===== src/core/fma_map.svh =====
// Purpose: Constants for the fractional data arithmetic unit
// Assumes: Included by the package and the design modules
// Notes:   Widths, limit values and reset values
// Summary of operation
// - Four input words, two extended accumulators
// - Multiplier is parallel, single cycle, unpipelined
// - All arithmetic is signed two's-complement fraction
// - Registers move as 24 or 48 bits
// - Every operation finishes in one cycle
// - Operands come only from own registers
// - Arithmetic writes full 56 bits to accumulator
// - Logical ops use 24-bit words only
// - Read shifter passes, doubles or halves value
// - Each shifter gives long word plus overflow flag
// - Scaling mode input picks shift direction
// - Unrepresentable sums and reads become largest same-sign value
// - Reads of extended accumulators are limited
// - Limit after shifting, never before
// - Two independent limiters, or one long limiter
// - X memory uses x bus, Y uses y
// - Both buses join for long moves
`ifndef FMA_MAP_SVH
`define FMA_MAP_SVH
`define FMA_WORD_W    24
`define FMA_LONG_W    48
`define FMA_ACC_W     56
`define FMA_EXT_W     8
`define FMA_REG_RST   24'h000000
`define FMA_ACC_RST   56'h00000000000000
`define FMA_POS_MAX48 48'h7fffffffffff
`define FMA_NEG_MAX48 48'h800000000000
`define FMA_POS_MAX56 56'h7fffffffffffff
`define FMA_NEG_MAX56 56'h80000000000000
`define FMA_RND_HALF  24'h800000
`define FMA_LOW_ZERO  24'h000000
`endif


===== src/core/fma_pkg.sv =====
// Purpose: Types of the fractional data arithmetic unit
// Assumes: fma_map.svh on the include path
// Notes:   Operation, register select and scaling codes
`include "fma_map.svh"
package fma_pkg;
    typedef logic [`FMA_WORD_W-1:0] fma_word_t;
    typedef logic [`FMA_ACC_W-1:0]  fma_acc_t;
    typedef enum logic [3:0] {
        FMA_OP_NOP  = 4'h0,
        FMA_OP_MPY  = 4'h1,
        FMA_OP_MAC  = 4'h2,
        FMA_OP_MPYR = 4'h3,
        FMA_OP_MACR = 4'h4,
        FMA_OP_ADD  = 4'h5,
        FMA_OP_SUB  = 4'h6,
        FMA_OP_DIV  = 4'h7,
        FMA_OP_NORM = 4'h8,
        FMA_OP_ASL  = 4'h9,
        FMA_OP_ASR  = 4'ha,
        FMA_OP_AND  = 4'hb,
        FMA_OP_OR   = 4'hc,
        FMA_OP_EOR  = 4'hd
    } fma_op_t;
    typedef enum logic [2:0] {
        FMA_R_X0 = 3'h0,
        FMA_R_X1 = 3'h1,
        FMA_R_Y0 = 3'h2,
        FMA_R_Y1 = 3'h3,
        FMA_R_A  = 3'h4,
        FMA_R_B  = 3'h5
    } fma_reg_t;
    typedef enum logic [1:0] {
        FMA_L_X = 2'h0,
        FMA_L_Y = 2'h1,
        FMA_L_A = 2'h2,
        FMA_L_B = 2'h3
    } fma_long_t;
    typedef enum logic [1:0] {
        FMA_SC_NONE = 2'h0,
        FMA_SC_DOWN = 2'h1,
        FMA_SC_UP   = 2'h2
    } fma_scale_t;
endpackage


===== src/core/fma_shift_limit.sv =====
// Purpose: Output shifter and limiter for one accumulator
// Assumes: Combinational; the caller registers the result
// Notes:   Reserved scaling code acts as no shift
`timescale 1ns/10ps
`default_nettype none
`include "fma_map.svh"
module fma_shift_limit (
    // Accumulator value and scaling
    input  wire logic [`FMA_ACC_W-1:0]  acc_in,
    input  wire fma_pkg::fma_scale_t    scale_mode,
    // Scaled and limited long word
    output logic      [`FMA_LONG_W-1:0] limited,
    output logic                        overflow
);
    import fma_pkg::*;

    logic [`FMA_ACC_W:0] shifted;

    ////////////////////////////////////////////////////////////////////////
    // Scale first, then limit the scaled value
    always_comb begin
        unique case (scale_mode)
            FMA_SC_NONE: shifted = {acc_in[`FMA_ACC_W-1], acc_in};
            FMA_SC_DOWN: shifted = {{2{acc_in[`FMA_ACC_W-1]}}, acc_in[`FMA_ACC_W-1:1]};
            FMA_SC_UP:   shifted = {acc_in, 1'b0};
            default:     shifted = {acc_in[`FMA_ACC_W-1], acc_in};
        endcase
        overflow = shifted[`FMA_ACC_W:`FMA_LONG_W-1] !=
                   {(`FMA_EXT_W + 2){shifted[`FMA_LONG_W-1]}};
        if (overflow) begin
            limited = shifted[`FMA_ACC_W] ? `FMA_NEG_MAX48 : `FMA_POS_MAX48;
        end else begin
            limited = shifted[`FMA_LONG_W-1:0];
        end
    end
endmodule
`default_nettype wire


===== src/core/fma_data_alu.sv =====
// Purpose: Fractional multiply-accumulate data arithmetic unit
// Assumes: Requests and bus data come from logic on ref_clk
// Notes:   Bus reads appear one cycle after the request
`timescale 1ns/10ps
`default_nettype none
`include "fma_map.svh"
module fma_data_alu (
    // Clock and reset
    input  wire logic                   ref_clk,
    input  wire logic                   reset,
    // Operation request
    input  wire logic                   op_valid,
    input  wire fma_pkg::fma_op_t       op_code,
    input  wire logic                   op_neg,
    input  wire logic [1:0]             op_src1,
    input  wire logic [1:0]             op_src2,
    input  wire logic                   op_dst,
    // Scaling mode from status register
    input  wire fma_pkg::fma_scale_t    scale_mode,
    // Operand bus writes
    input  wire logic                   x_wr_en,
    input  wire fma_pkg::fma_reg_t      x_wr_sel,
    input  wire logic [`FMA_WORD_W-1:0] x_bus_in,
    input  wire logic                   y_wr_en,
    input  wire fma_pkg::fma_reg_t      y_wr_sel,
    input  wire logic [`FMA_WORD_W-1:0] y_bus_in,
    input  wire logic                   long_wr_en,
    input  wire fma_pkg::fma_long_t     long_wr_sel,
    // Operand bus read requests
    input  wire logic                   x_rd_en,
    input  wire fma_pkg::fma_reg_t      x_rd_sel,
    input  wire logic                   y_rd_en,
    input  wire fma_pkg::fma_reg_t      y_rd_sel,
    input  wire logic                   long_rd_en,
    input  wire fma_pkg::fma_long_t     long_rd_sel,
    // Operand bus drive
    output logic [`FMA_WORD_W-1:0]      x_bus_out,
    output logic                        x_bus_oe_n,
    output logic                        x_limit,
    output logic [`FMA_WORD_W-1:0]      y_bus_out,
    output logic                        y_bus_oe_n,
    output logic                        y_limit,
    // Accumulator state
    output logic [`FMA_ACC_W-1:0]       acc_a,
    output logic [`FMA_ACC_W-1:0]       acc_b
);
    import fma_pkg::*;

    localparam int ACC_MSB  = `FMA_ACC_W - 1;
    localparam int LONG_MSB = `FMA_LONG_W - 1;
    localparam int WORD_MSB = `FMA_WORD_W - 1;

    fma_word_t               in_ff [4];
    fma_word_t               nxt_in [4];
    fma_acc_t                acc_ff [2];
    fma_acc_t                nxt_acc [2];
    fma_acc_t                dst_v;
    fma_acc_t                opnd;
    fma_acc_t                frac;
    fma_acc_t                mterm;
    fma_acc_t                tshift;
    fma_acc_t                res;
    logic signed [LONG_MSB:0] prod;
    logic [1:0]              wr_en_v;
    fma_reg_t                wr_sel_v [2];
    fma_word_t               wr_dat_v [2];
    logic [1:0]              rd_en_v;
    fma_reg_t                rd_sel_v [2];
    logic [LONG_MSB:0]       lim [2];
    logic [1:0]              ovf;
    fma_word_t               bus_ff [2];
    fma_word_t               nxt_bus [2];
    logic [1:0]              oe_n_ff;
    logic [1:0]              nxt_oe_n;
    logic [1:0]              lim_ff;
    logic [1:0]              nxt_lim;

    ////////////////////////////////////////////////////////////////////////
    // Saturating signed 56-bit add
    function automatic fma_acc_t sat_add(input fma_acc_t a, input fma_acc_t b);
        logic [`FMA_ACC_W:0] sum;
        sum = {a[ACC_MSB], a} + {b[ACC_MSB], b};
        if (sum[`FMA_ACC_W] != sum[ACC_MSB]) begin
            sat_add = sum[`FMA_ACC_W] ? `FMA_NEG_MAX56 : `FMA_POS_MAX56;
        end else begin
            sat_add = sum[ACC_MSB:0];
        end
    endfunction

    function automatic fma_acc_t word_to_acc(input fma_word_t w);
        word_to_acc = {{`FMA_EXT_W{w[WORD_MSB]}}, w, `FMA_LOW_ZERO};
    endfunction

    function automatic fma_acc_t conv_round(input fma_acc_t v);
        fma_acc_t r;
        r = sat_add(v, fma_acc_t'(`FMA_RND_HALF));
        if (v[WORD_MSB:0] == `FMA_RND_HALF) begin
            r[`FMA_WORD_W] = 1'b0;
        end
        r[WORD_MSB:0] = `FMA_LOW_ZERO;
        conv_round = r;
    endfunction

    function automatic logic ext_used(input fma_acc_t v);
        ext_used = v[ACC_MSB:LONG_MSB] != {(`FMA_EXT_W + 1){v[LONG_MSB]}};
    endfunction

    ////////////////////////////////////////////////////////////////////////
    // Per-bus request vectors
    assign wr_en_v     = {y_wr_en, x_wr_en};
    assign wr_sel_v[0] = x_wr_sel;
    assign wr_sel_v[1] = y_wr_sel;
    assign wr_dat_v[0] = x_bus_in;
    assign wr_dat_v[1] = y_bus_in;
    assign rd_en_v     = {y_rd_en, x_rd_en};
    assign rd_sel_v[0] = x_rd_sel;
    assign rd_sel_v[1] = y_rd_sel;

    ////////////////////////////////////////////////////////////////////////
    // Register file and arithmetic next state
    always_comb begin
        nxt_in  = in_ff;
        nxt_acc = acc_ff;
        dst_v   = acc_ff[op_dst];
        opnd    = word_to_acc(in_ff[op_src1]);
        prod    = $signed(in_ff[op_src1]) * $signed(in_ff[op_src2]);
        frac    = {{(`FMA_EXT_W - 1){prod[LONG_MSB]}}, prod, 1'b0};
        mterm   = op_neg ? fma_acc_t'(-frac) : frac;
        tshift  = {dst_v[ACC_MSB-1:0], 1'b0};
        res     = dst_v;
        unique case (op_code)
            FMA_OP_NOP:  res = dst_v;
            FMA_OP_MPY:  res = mterm;
            FMA_OP_MAC:  res = sat_add(dst_v, mterm);
            FMA_OP_MPYR: res = conv_round(mterm);
            FMA_OP_MACR: res = conv_round(sat_add(dst_v, mterm));
            FMA_OP_ADD:  res = sat_add(dst_v, opnd);
            FMA_OP_SUB:  res = sat_add(dst_v, fma_acc_t'(-opnd));
            FMA_OP_DIV: begin
                res    = (dst_v[ACC_MSB] ^ opnd[ACC_MSB]) ? tshift + opnd : tshift - opnd;
                res[0] = ~(dst_v[ACC_MSB] ^ opnd[ACC_MSB]);
            end
            FMA_OP_NORM: begin
                if (ext_used(dst_v)) begin
                    res = {dst_v[ACC_MSB], dst_v[ACC_MSB:1]};
                end else if (dst_v[LONG_MSB] == dst_v[LONG_MSB-1]) begin
                    res = tshift;
                end
            end
            FMA_OP_ASL:  res = tshift;
            FMA_OP_ASR:  res = {dst_v[ACC_MSB], dst_v[ACC_MSB:1]};
            FMA_OP_AND:  res[LONG_MSB:`FMA_WORD_W] = dst_v[LONG_MSB:`FMA_WORD_W] & in_ff[op_src1];
            FMA_OP_OR:   res[LONG_MSB:`FMA_WORD_W] = dst_v[LONG_MSB:`FMA_WORD_W] | in_ff[op_src1];
            FMA_OP_EOR:  res[LONG_MSB:`FMA_WORD_W] = dst_v[LONG_MSB:`FMA_WORD_W] ^ in_ff[op_src1];
            default:     res = dst_v;
        endcase
        if (op_valid) begin
            nxt_acc[op_dst] = res;
        end
        for (int p = 0; p < 2; p++) begin
            if (wr_en_v[p]) begin
                if (wr_sel_v[p] == FMA_R_A || wr_sel_v[p] == FMA_R_B) begin
                    nxt_acc[wr_sel_v[p][0]] = word_to_acc(wr_dat_v[p]);
                end else if (!wr_sel_v[p][2]) begin
                    nxt_in[wr_sel_v[p][1:0]] = wr_dat_v[p];
                end
            end
        end
        if (long_wr_en) begin
            unique case (long_wr_sel)
                FMA_L_X: begin
                    nxt_in[1] = x_bus_in;
                    nxt_in[0] = y_bus_in;
                end
                FMA_L_Y: begin
                    nxt_in[3] = x_bus_in;
                    nxt_in[2] = y_bus_in;
                end
                FMA_L_A, FMA_L_B: begin
                    nxt_acc[long_wr_sel[0]] = {{`FMA_EXT_W{x_bus_in[WORD_MSB]}}, x_bus_in, y_bus_in};
                end
            endcase
        end
    end

    always_ff @(posedge ref_clk or posedge reset) begin
        if (reset) begin
            for (int i = 0; i < 4; i++) begin
                in_ff[i] <= `FMA_REG_RST;
            end
            acc_ff[0] <= `FMA_ACC_RST;
            acc_ff[1] <= `FMA_ACC_RST;
        end else begin
            in_ff  <= nxt_in;
            acc_ff <= nxt_acc;
        end
    end

    ////////////////////////////////////////////////////////////////////////
    // one limiter per accumulator
    fma_shift_limit u_lim_a (
        .acc_in     (acc_ff[0]),
        .scale_mode (scale_mode),
        .limited    (lim[0]),
        .overflow   (ovf[0])
    );

    fma_shift_limit u_lim_b (
        .acc_in     (acc_ff[1]),
        .scale_mode (scale_mode),
        .limited    (lim[1]),
        .overflow   (ovf[1])
    );

    ////////////////////////////////////////////////////////////////////////
    // Bus read next state
    always_comb begin
        nxt_bus[0] = `FMA_REG_RST;
        nxt_bus[1] = `FMA_REG_RST;
        nxt_oe_n   = 2'h3;
        nxt_lim    = 2'h0;
        for (int p = 0; p < 2; p++) begin
            if (rd_en_v[p]) begin
                nxt_oe_n[p] = 1'b0;
                if (rd_sel_v[p] == FMA_R_A || rd_sel_v[p] == FMA_R_B) begin
                    nxt_bus[p] = lim[rd_sel_v[p][0]][LONG_MSB:`FMA_WORD_W];
                    nxt_lim[p] = ovf[rd_sel_v[p][0]];
                end else if (!rd_sel_v[p][2]) begin
                    nxt_bus[p] = in_ff[rd_sel_v[p][1:0]];
                end
            end
        end
        if (long_rd_en) begin
            nxt_oe_n = 2'h0;
            nxt_lim  = 2'h0;
            unique case (long_rd_sel)
                FMA_L_X: begin
                    nxt_bus[0] = in_ff[1];
                    nxt_bus[1] = in_ff[0];
                end
                FMA_L_Y: begin
                    nxt_bus[0] = in_ff[3];
                    nxt_bus[1] = in_ff[2];
                end
                FMA_L_A, FMA_L_B: begin
                    {nxt_bus[0], nxt_bus[1]} = lim[long_rd_sel[0]];
                    nxt_lim = {2{ovf[long_rd_sel[0]]}};
                end
            endcase
        end
    end

    // Bus drive registers
    always_ff @(posedge ref_clk or posedge reset) begin
        if (reset) begin
            bus_ff[0] <= `FMA_REG_RST;
            bus_ff[1] <= `FMA_REG_RST;
            oe_n_ff   <= 2'h3;
            lim_ff    <= 2'h0;
        end else begin
            bus_ff  <= nxt_bus;
            oe_n_ff <= nxt_oe_n;
            lim_ff  <= nxt_lim;
        end
    end

    // Outputs straight from flops
    assign x_bus_out  = bus_ff[0];
    assign y_bus_out  = bus_ff[1];
    assign x_bus_oe_n = oe_n_ff[0];
    assign y_bus_oe_n = oe_n_ff[1];
    assign x_limit    = lim_ff[0];
    assign y_limit    = lim_ff[1];
    assign acc_a      = acc_ff[0];
    assign acc_b      = acc_ff[1];

    logic quiet;
    assign quiet = !x_wr_en && !y_wr_en && !long_wr_en;
endmodule
`default_nettype wire


===== config.mk =====
export PLATFORM = sky130hd
export DESIGN_NAME = fma_data_alu
export DESIGN_NICKNAME = d
export VERILOG_FILES = /design/src/core/fma_pkg.sv /design/src/core/fma_shift_limit.sv /design/src/core/fma_data_alu.sv
export VERILOG_INCLUDE_DIRS = /design/src /design/src/core
export SDC_FILE = /design/constraint.sdc
export NUM_CORES = 2
export LEC_CHECK = 0
export BUFFER_PORTS_ARGS = -buffer_cell sky130_fd_sc_hd__buf_2
export CORE_MARGIN = 5
export CORE_UTILIZATION = 42
export CTS_CLUSTER_SIZE = 10
export DETAILED_ROUTE_END_ITERATION = 16
export SLEW_MARGIN = 25
export SYNTH_ARGS = -nofsm -noshare
export SYNTH_HDL_FRONTEND = slang
export SYNTH_HIERARCHICAL = 1
export SYNTH_SLANG_ARGS = --single-unit
export TNS_END_PERCENT = 100

===== constraint.sdc =====
create_clock -name ref_clk -period 15.3 [get_ports ref_clk]
set_clock_uncertainty 0.15 [all_clocks]
set_input_delay 0 -clock ref_clk [delete_from_list [all_inputs] [get_ports ref_clk]]
set_output_delay 0 -clock ref_clk [all_outputs]
set_load 0.02 [all_outputs]

==> summary.txt <==
Status
  – Outcome: finished, final reports clean

Final layout
  – Layout cells sized above 1: between 10% and 20%
  – Fin area: 66,900 sq um
  – Fillers: 14,300
  – Synth-to-layout area growth: 10.8%
  – Nets: 8,768

Place
  – Final GP Congestion: 1.06
  – Port bufs: 248
  – Dpl cell area: roughly 65,000 sq um
  – DP HPWL: ~250,000 um

Clocking
  – Cell at the root of the clock tree: clkbuf_16
  – Clk buf depth: 3
  – Total CTS buffers: 30
  – CTS clk-pin slew, worst paths: 0.06 ns
  – Clock sinks: 260
  – Skew-Pair Late Insertion Delay: 0.62 ns
  – TritonCTS clock tree: done
  – H-tree Lvls: 1

Global route
  – Initial antenna violation count: 15
  – Vias in the first global route: 60,500
  – Largest net degree at the start of global routing: 132
  – Total track usage: 39.9%
  – Grt ovf: 0
  – Global-route wire length before repair: 447,000 um

Yosys
  – Mapped Cells: 7,590
  – Synth Area in Simple Gates: 16.3%
  – Sequential share of the synthesized area: 10.8%
  – Warning count from the yosys run: 6
  – Fraction of registers with async set/reset: 100%
  – Synthesized flop and latch total: 260
  – Synth Area per Inst: 7.96 sq um
  – Adder-Cell Fraction of Synth Area: 26.8%
  – Main combinational cell family by area after synthesis: adder cells
  – Post-synth EDFFs: 0
  – Synth Area in XOR/XNOR: 4.30%
  – Mux contribution to synthesized area: about 8.6%
  – Number of distinct library cells after synthesis: 120
  – Synth Area in Compound Gates: 24.6%
  – Top FF cell, synth: dfrtp_1
  – Net Count, Synth: 8,602
  – Post-Syn Area: 60,400 sq um

Setup path
  – Crit path kind: flip-flop to flip-flop
  – CP dominant cell by count: fa_1
  – Crit-path max FO: 9
  – Worst Path Required: between 15 and 20 ns
  – Startpoint types: flip-flop
  – Worst path max stage delay: 0.70 ns
  – Crit-path slowest cell: xnor2_1
  – Critical Path Sink Type: flip-flop
  – Worst EP arrival: roughly 15 ns

STA
  – RSZ-0062 raised after global routing: no
  – Post-route setup TNS: 0 ns
  – F_max: approximately 67 MHz
  – Slew Limit Headroom: 15.1%
  – Final Hold Vio Count: 0
  – Crit share post-route: 97.0%
  – Finish-stage setup viols: 0
  – Fin crit period: about 15 ns
  – Worst-Margin Slew: ~1.3 ns
  – Worst Hold Margin: between 0.015 and 0.02 ns
  – Max-slew violations: 0

Floorplanning
  – Num rows: 139
  – Total core area: 143,000 sq um
  – DIE HEIGHT: 389 um
  – Die Area: 152,000 sq um
  – Starting Density: 42.2%
  – # IOs: 249
  – Die Wd: 389 um

Route
  – # DRC: 0
  – DRT antenna net count: 0
  – WL/cell: about 32 um
  – Via count: around 64,000
  – DRT Wirelength: 314,000 um
  – TritonRoute pass-1 iters: 8
  – Initial drt markers: 8,450
  – Routed vias/inst: 6.59

Run
  – Max-cap violations: 0

Min path
  – Worst min-delay path class: primary input to flip-flop
==> worst max-delay path, delay by kind of cell, from the launching register on <==
kind / cells / cell delay [ns]
fa+ha+maj: 9 / 4.50
mux: 1 / 0.31
compound gates: 15 / 4.64
simple gates: 9 / 1.93
flops: 1 / 0.50
xor+xnor: 2 / 0.84
buf+inv: 11 / 1.78
==> Yosys cell counts, drive strengths merged, types with 82 or more instances <==
master  count  area (sq um)
dfrtp     258          6460
xnor2     213          1880
o21a       92           691
inv       763          2860
nor2      662          2480
xor2       82           718
a21o      107           803
buf       138           721
nand3     192           966
clkbuf    420          1610
o21ai     608          3040
mux2i     191          1910
fa        611         12200
a22oi     115           863
nand2     733          2750
mux4      108          2430
nor3       92           487
ha        316          3950
a22o       85           744
o22ai     167          1040
a21oi     483          2420
o211ai    143          1290
==> metrics by stage <==
stage / util, % / setup slack (ns) / cells
2_1_floorplan: - / 0.114 / 7590
3_3_place_gp: 45.1 / -0.207 / 9522
3_5_place_dp: 45.2 / -0.222 / 9525
4_1_cts: 46.4 / 0.0589 / 9665
5_1_grt: 46.7 / 0.00723 / 9673
6_report: 46.7 / 0.462 / 9682
==> cell type report <==
cell class / instances / area (sq um) / share of cell area, %
Antenna cell: 9 / 22.5 / 0.0336
Clock buffer: 43 / 810 / 1.21
Clock inverter: 3 / 90.1 / 0.135
Inverter: 771 / 2910 / 4.35
Multi-Input combinational cell: 6001 / 49300 / 73.6
Sequential cell: 260 / 6510 / 9.72
Tap cell: 1903 / 2380 / 3.56
Timing Repair Buffer: 692 / 4960 / 7.41
==> cell families (layout without fill, tap and decap cells) <==
kind of cell | after synthesis | in the layout
xor gates and xnor gates | 295 | 295
other | 0 | 9
buffers and inverters | 1329 | 1509
adders and majority gates | 929 | 929
and+or+nand+nor | 2138 | 2138
muxes | 374 | 374
AOI/OAI and AO/OA | 2265 | 2265
DFF | 260 | 260
==> flip-flops by register name (all words and copies together), names as in the netlist <==
| signal | cells |
|---|---|
| acc_a | 56 |
| acc_b | 56 |
| in_ff | 96 |
| lim_ff | 2 |
| oe_n_ff | 2 |
| x_bus_out | 24 |
| y_bus_out | 24 |
==> cells in the final DEF, fill, tap and decap left out, drive strengths merged, types with 191 or more instances in the layout <==
cell type	Yosys	final
inv	763	761
ha	316	316
mux2i	191	191
xnor2	213	213
o21ai	608	608
nor2	662	662
buf	138	597
dfrtp	258	258
nand3	192	192
fa	611	611
nand2	733	733
a21oi	483	483
==> repair_timing <==
item | in CTS | in global routing
pin swaps | 0 | 4
hold buffers | 94 | 1
resized for setup | 2 | 47
gates cloned | 0 | 0
setup endpoints to repair | 4 | 64
hold endpoints to repair | 338 | 55
setup buffers | 0 | 5
==> layer usage <==
layer	routed length (um)	track usage, %
met1	125000	54.6
met2	131000	58.2
met3	36000	9.34
met4	22000	22.0
met5	70	0
==> final timing paths <==
check / end / startpoint / depth (start not counted) / slack (ns)
max: acc_a[41] / in_ff[89] / 47 / 0.46
min: lim_ff[0] / long_rd_sel[1] / 4 / 0.02
max in group asynchronous: acc_a[15] / reset / 6 / 12.45
min reg2reg: in_ff[48] / in_ff[48] / 2 / 0.57
max reg2reg: acc_a[41] / in_ff[89] / 47 / 0.46
min in group asynchronous: x_bus_out[15] / reset / 4 / 0.36
Power is left out: the tool's default activity adds up to more than one toggle a clock period on the data nets, which glitch-free logic cannot reach.
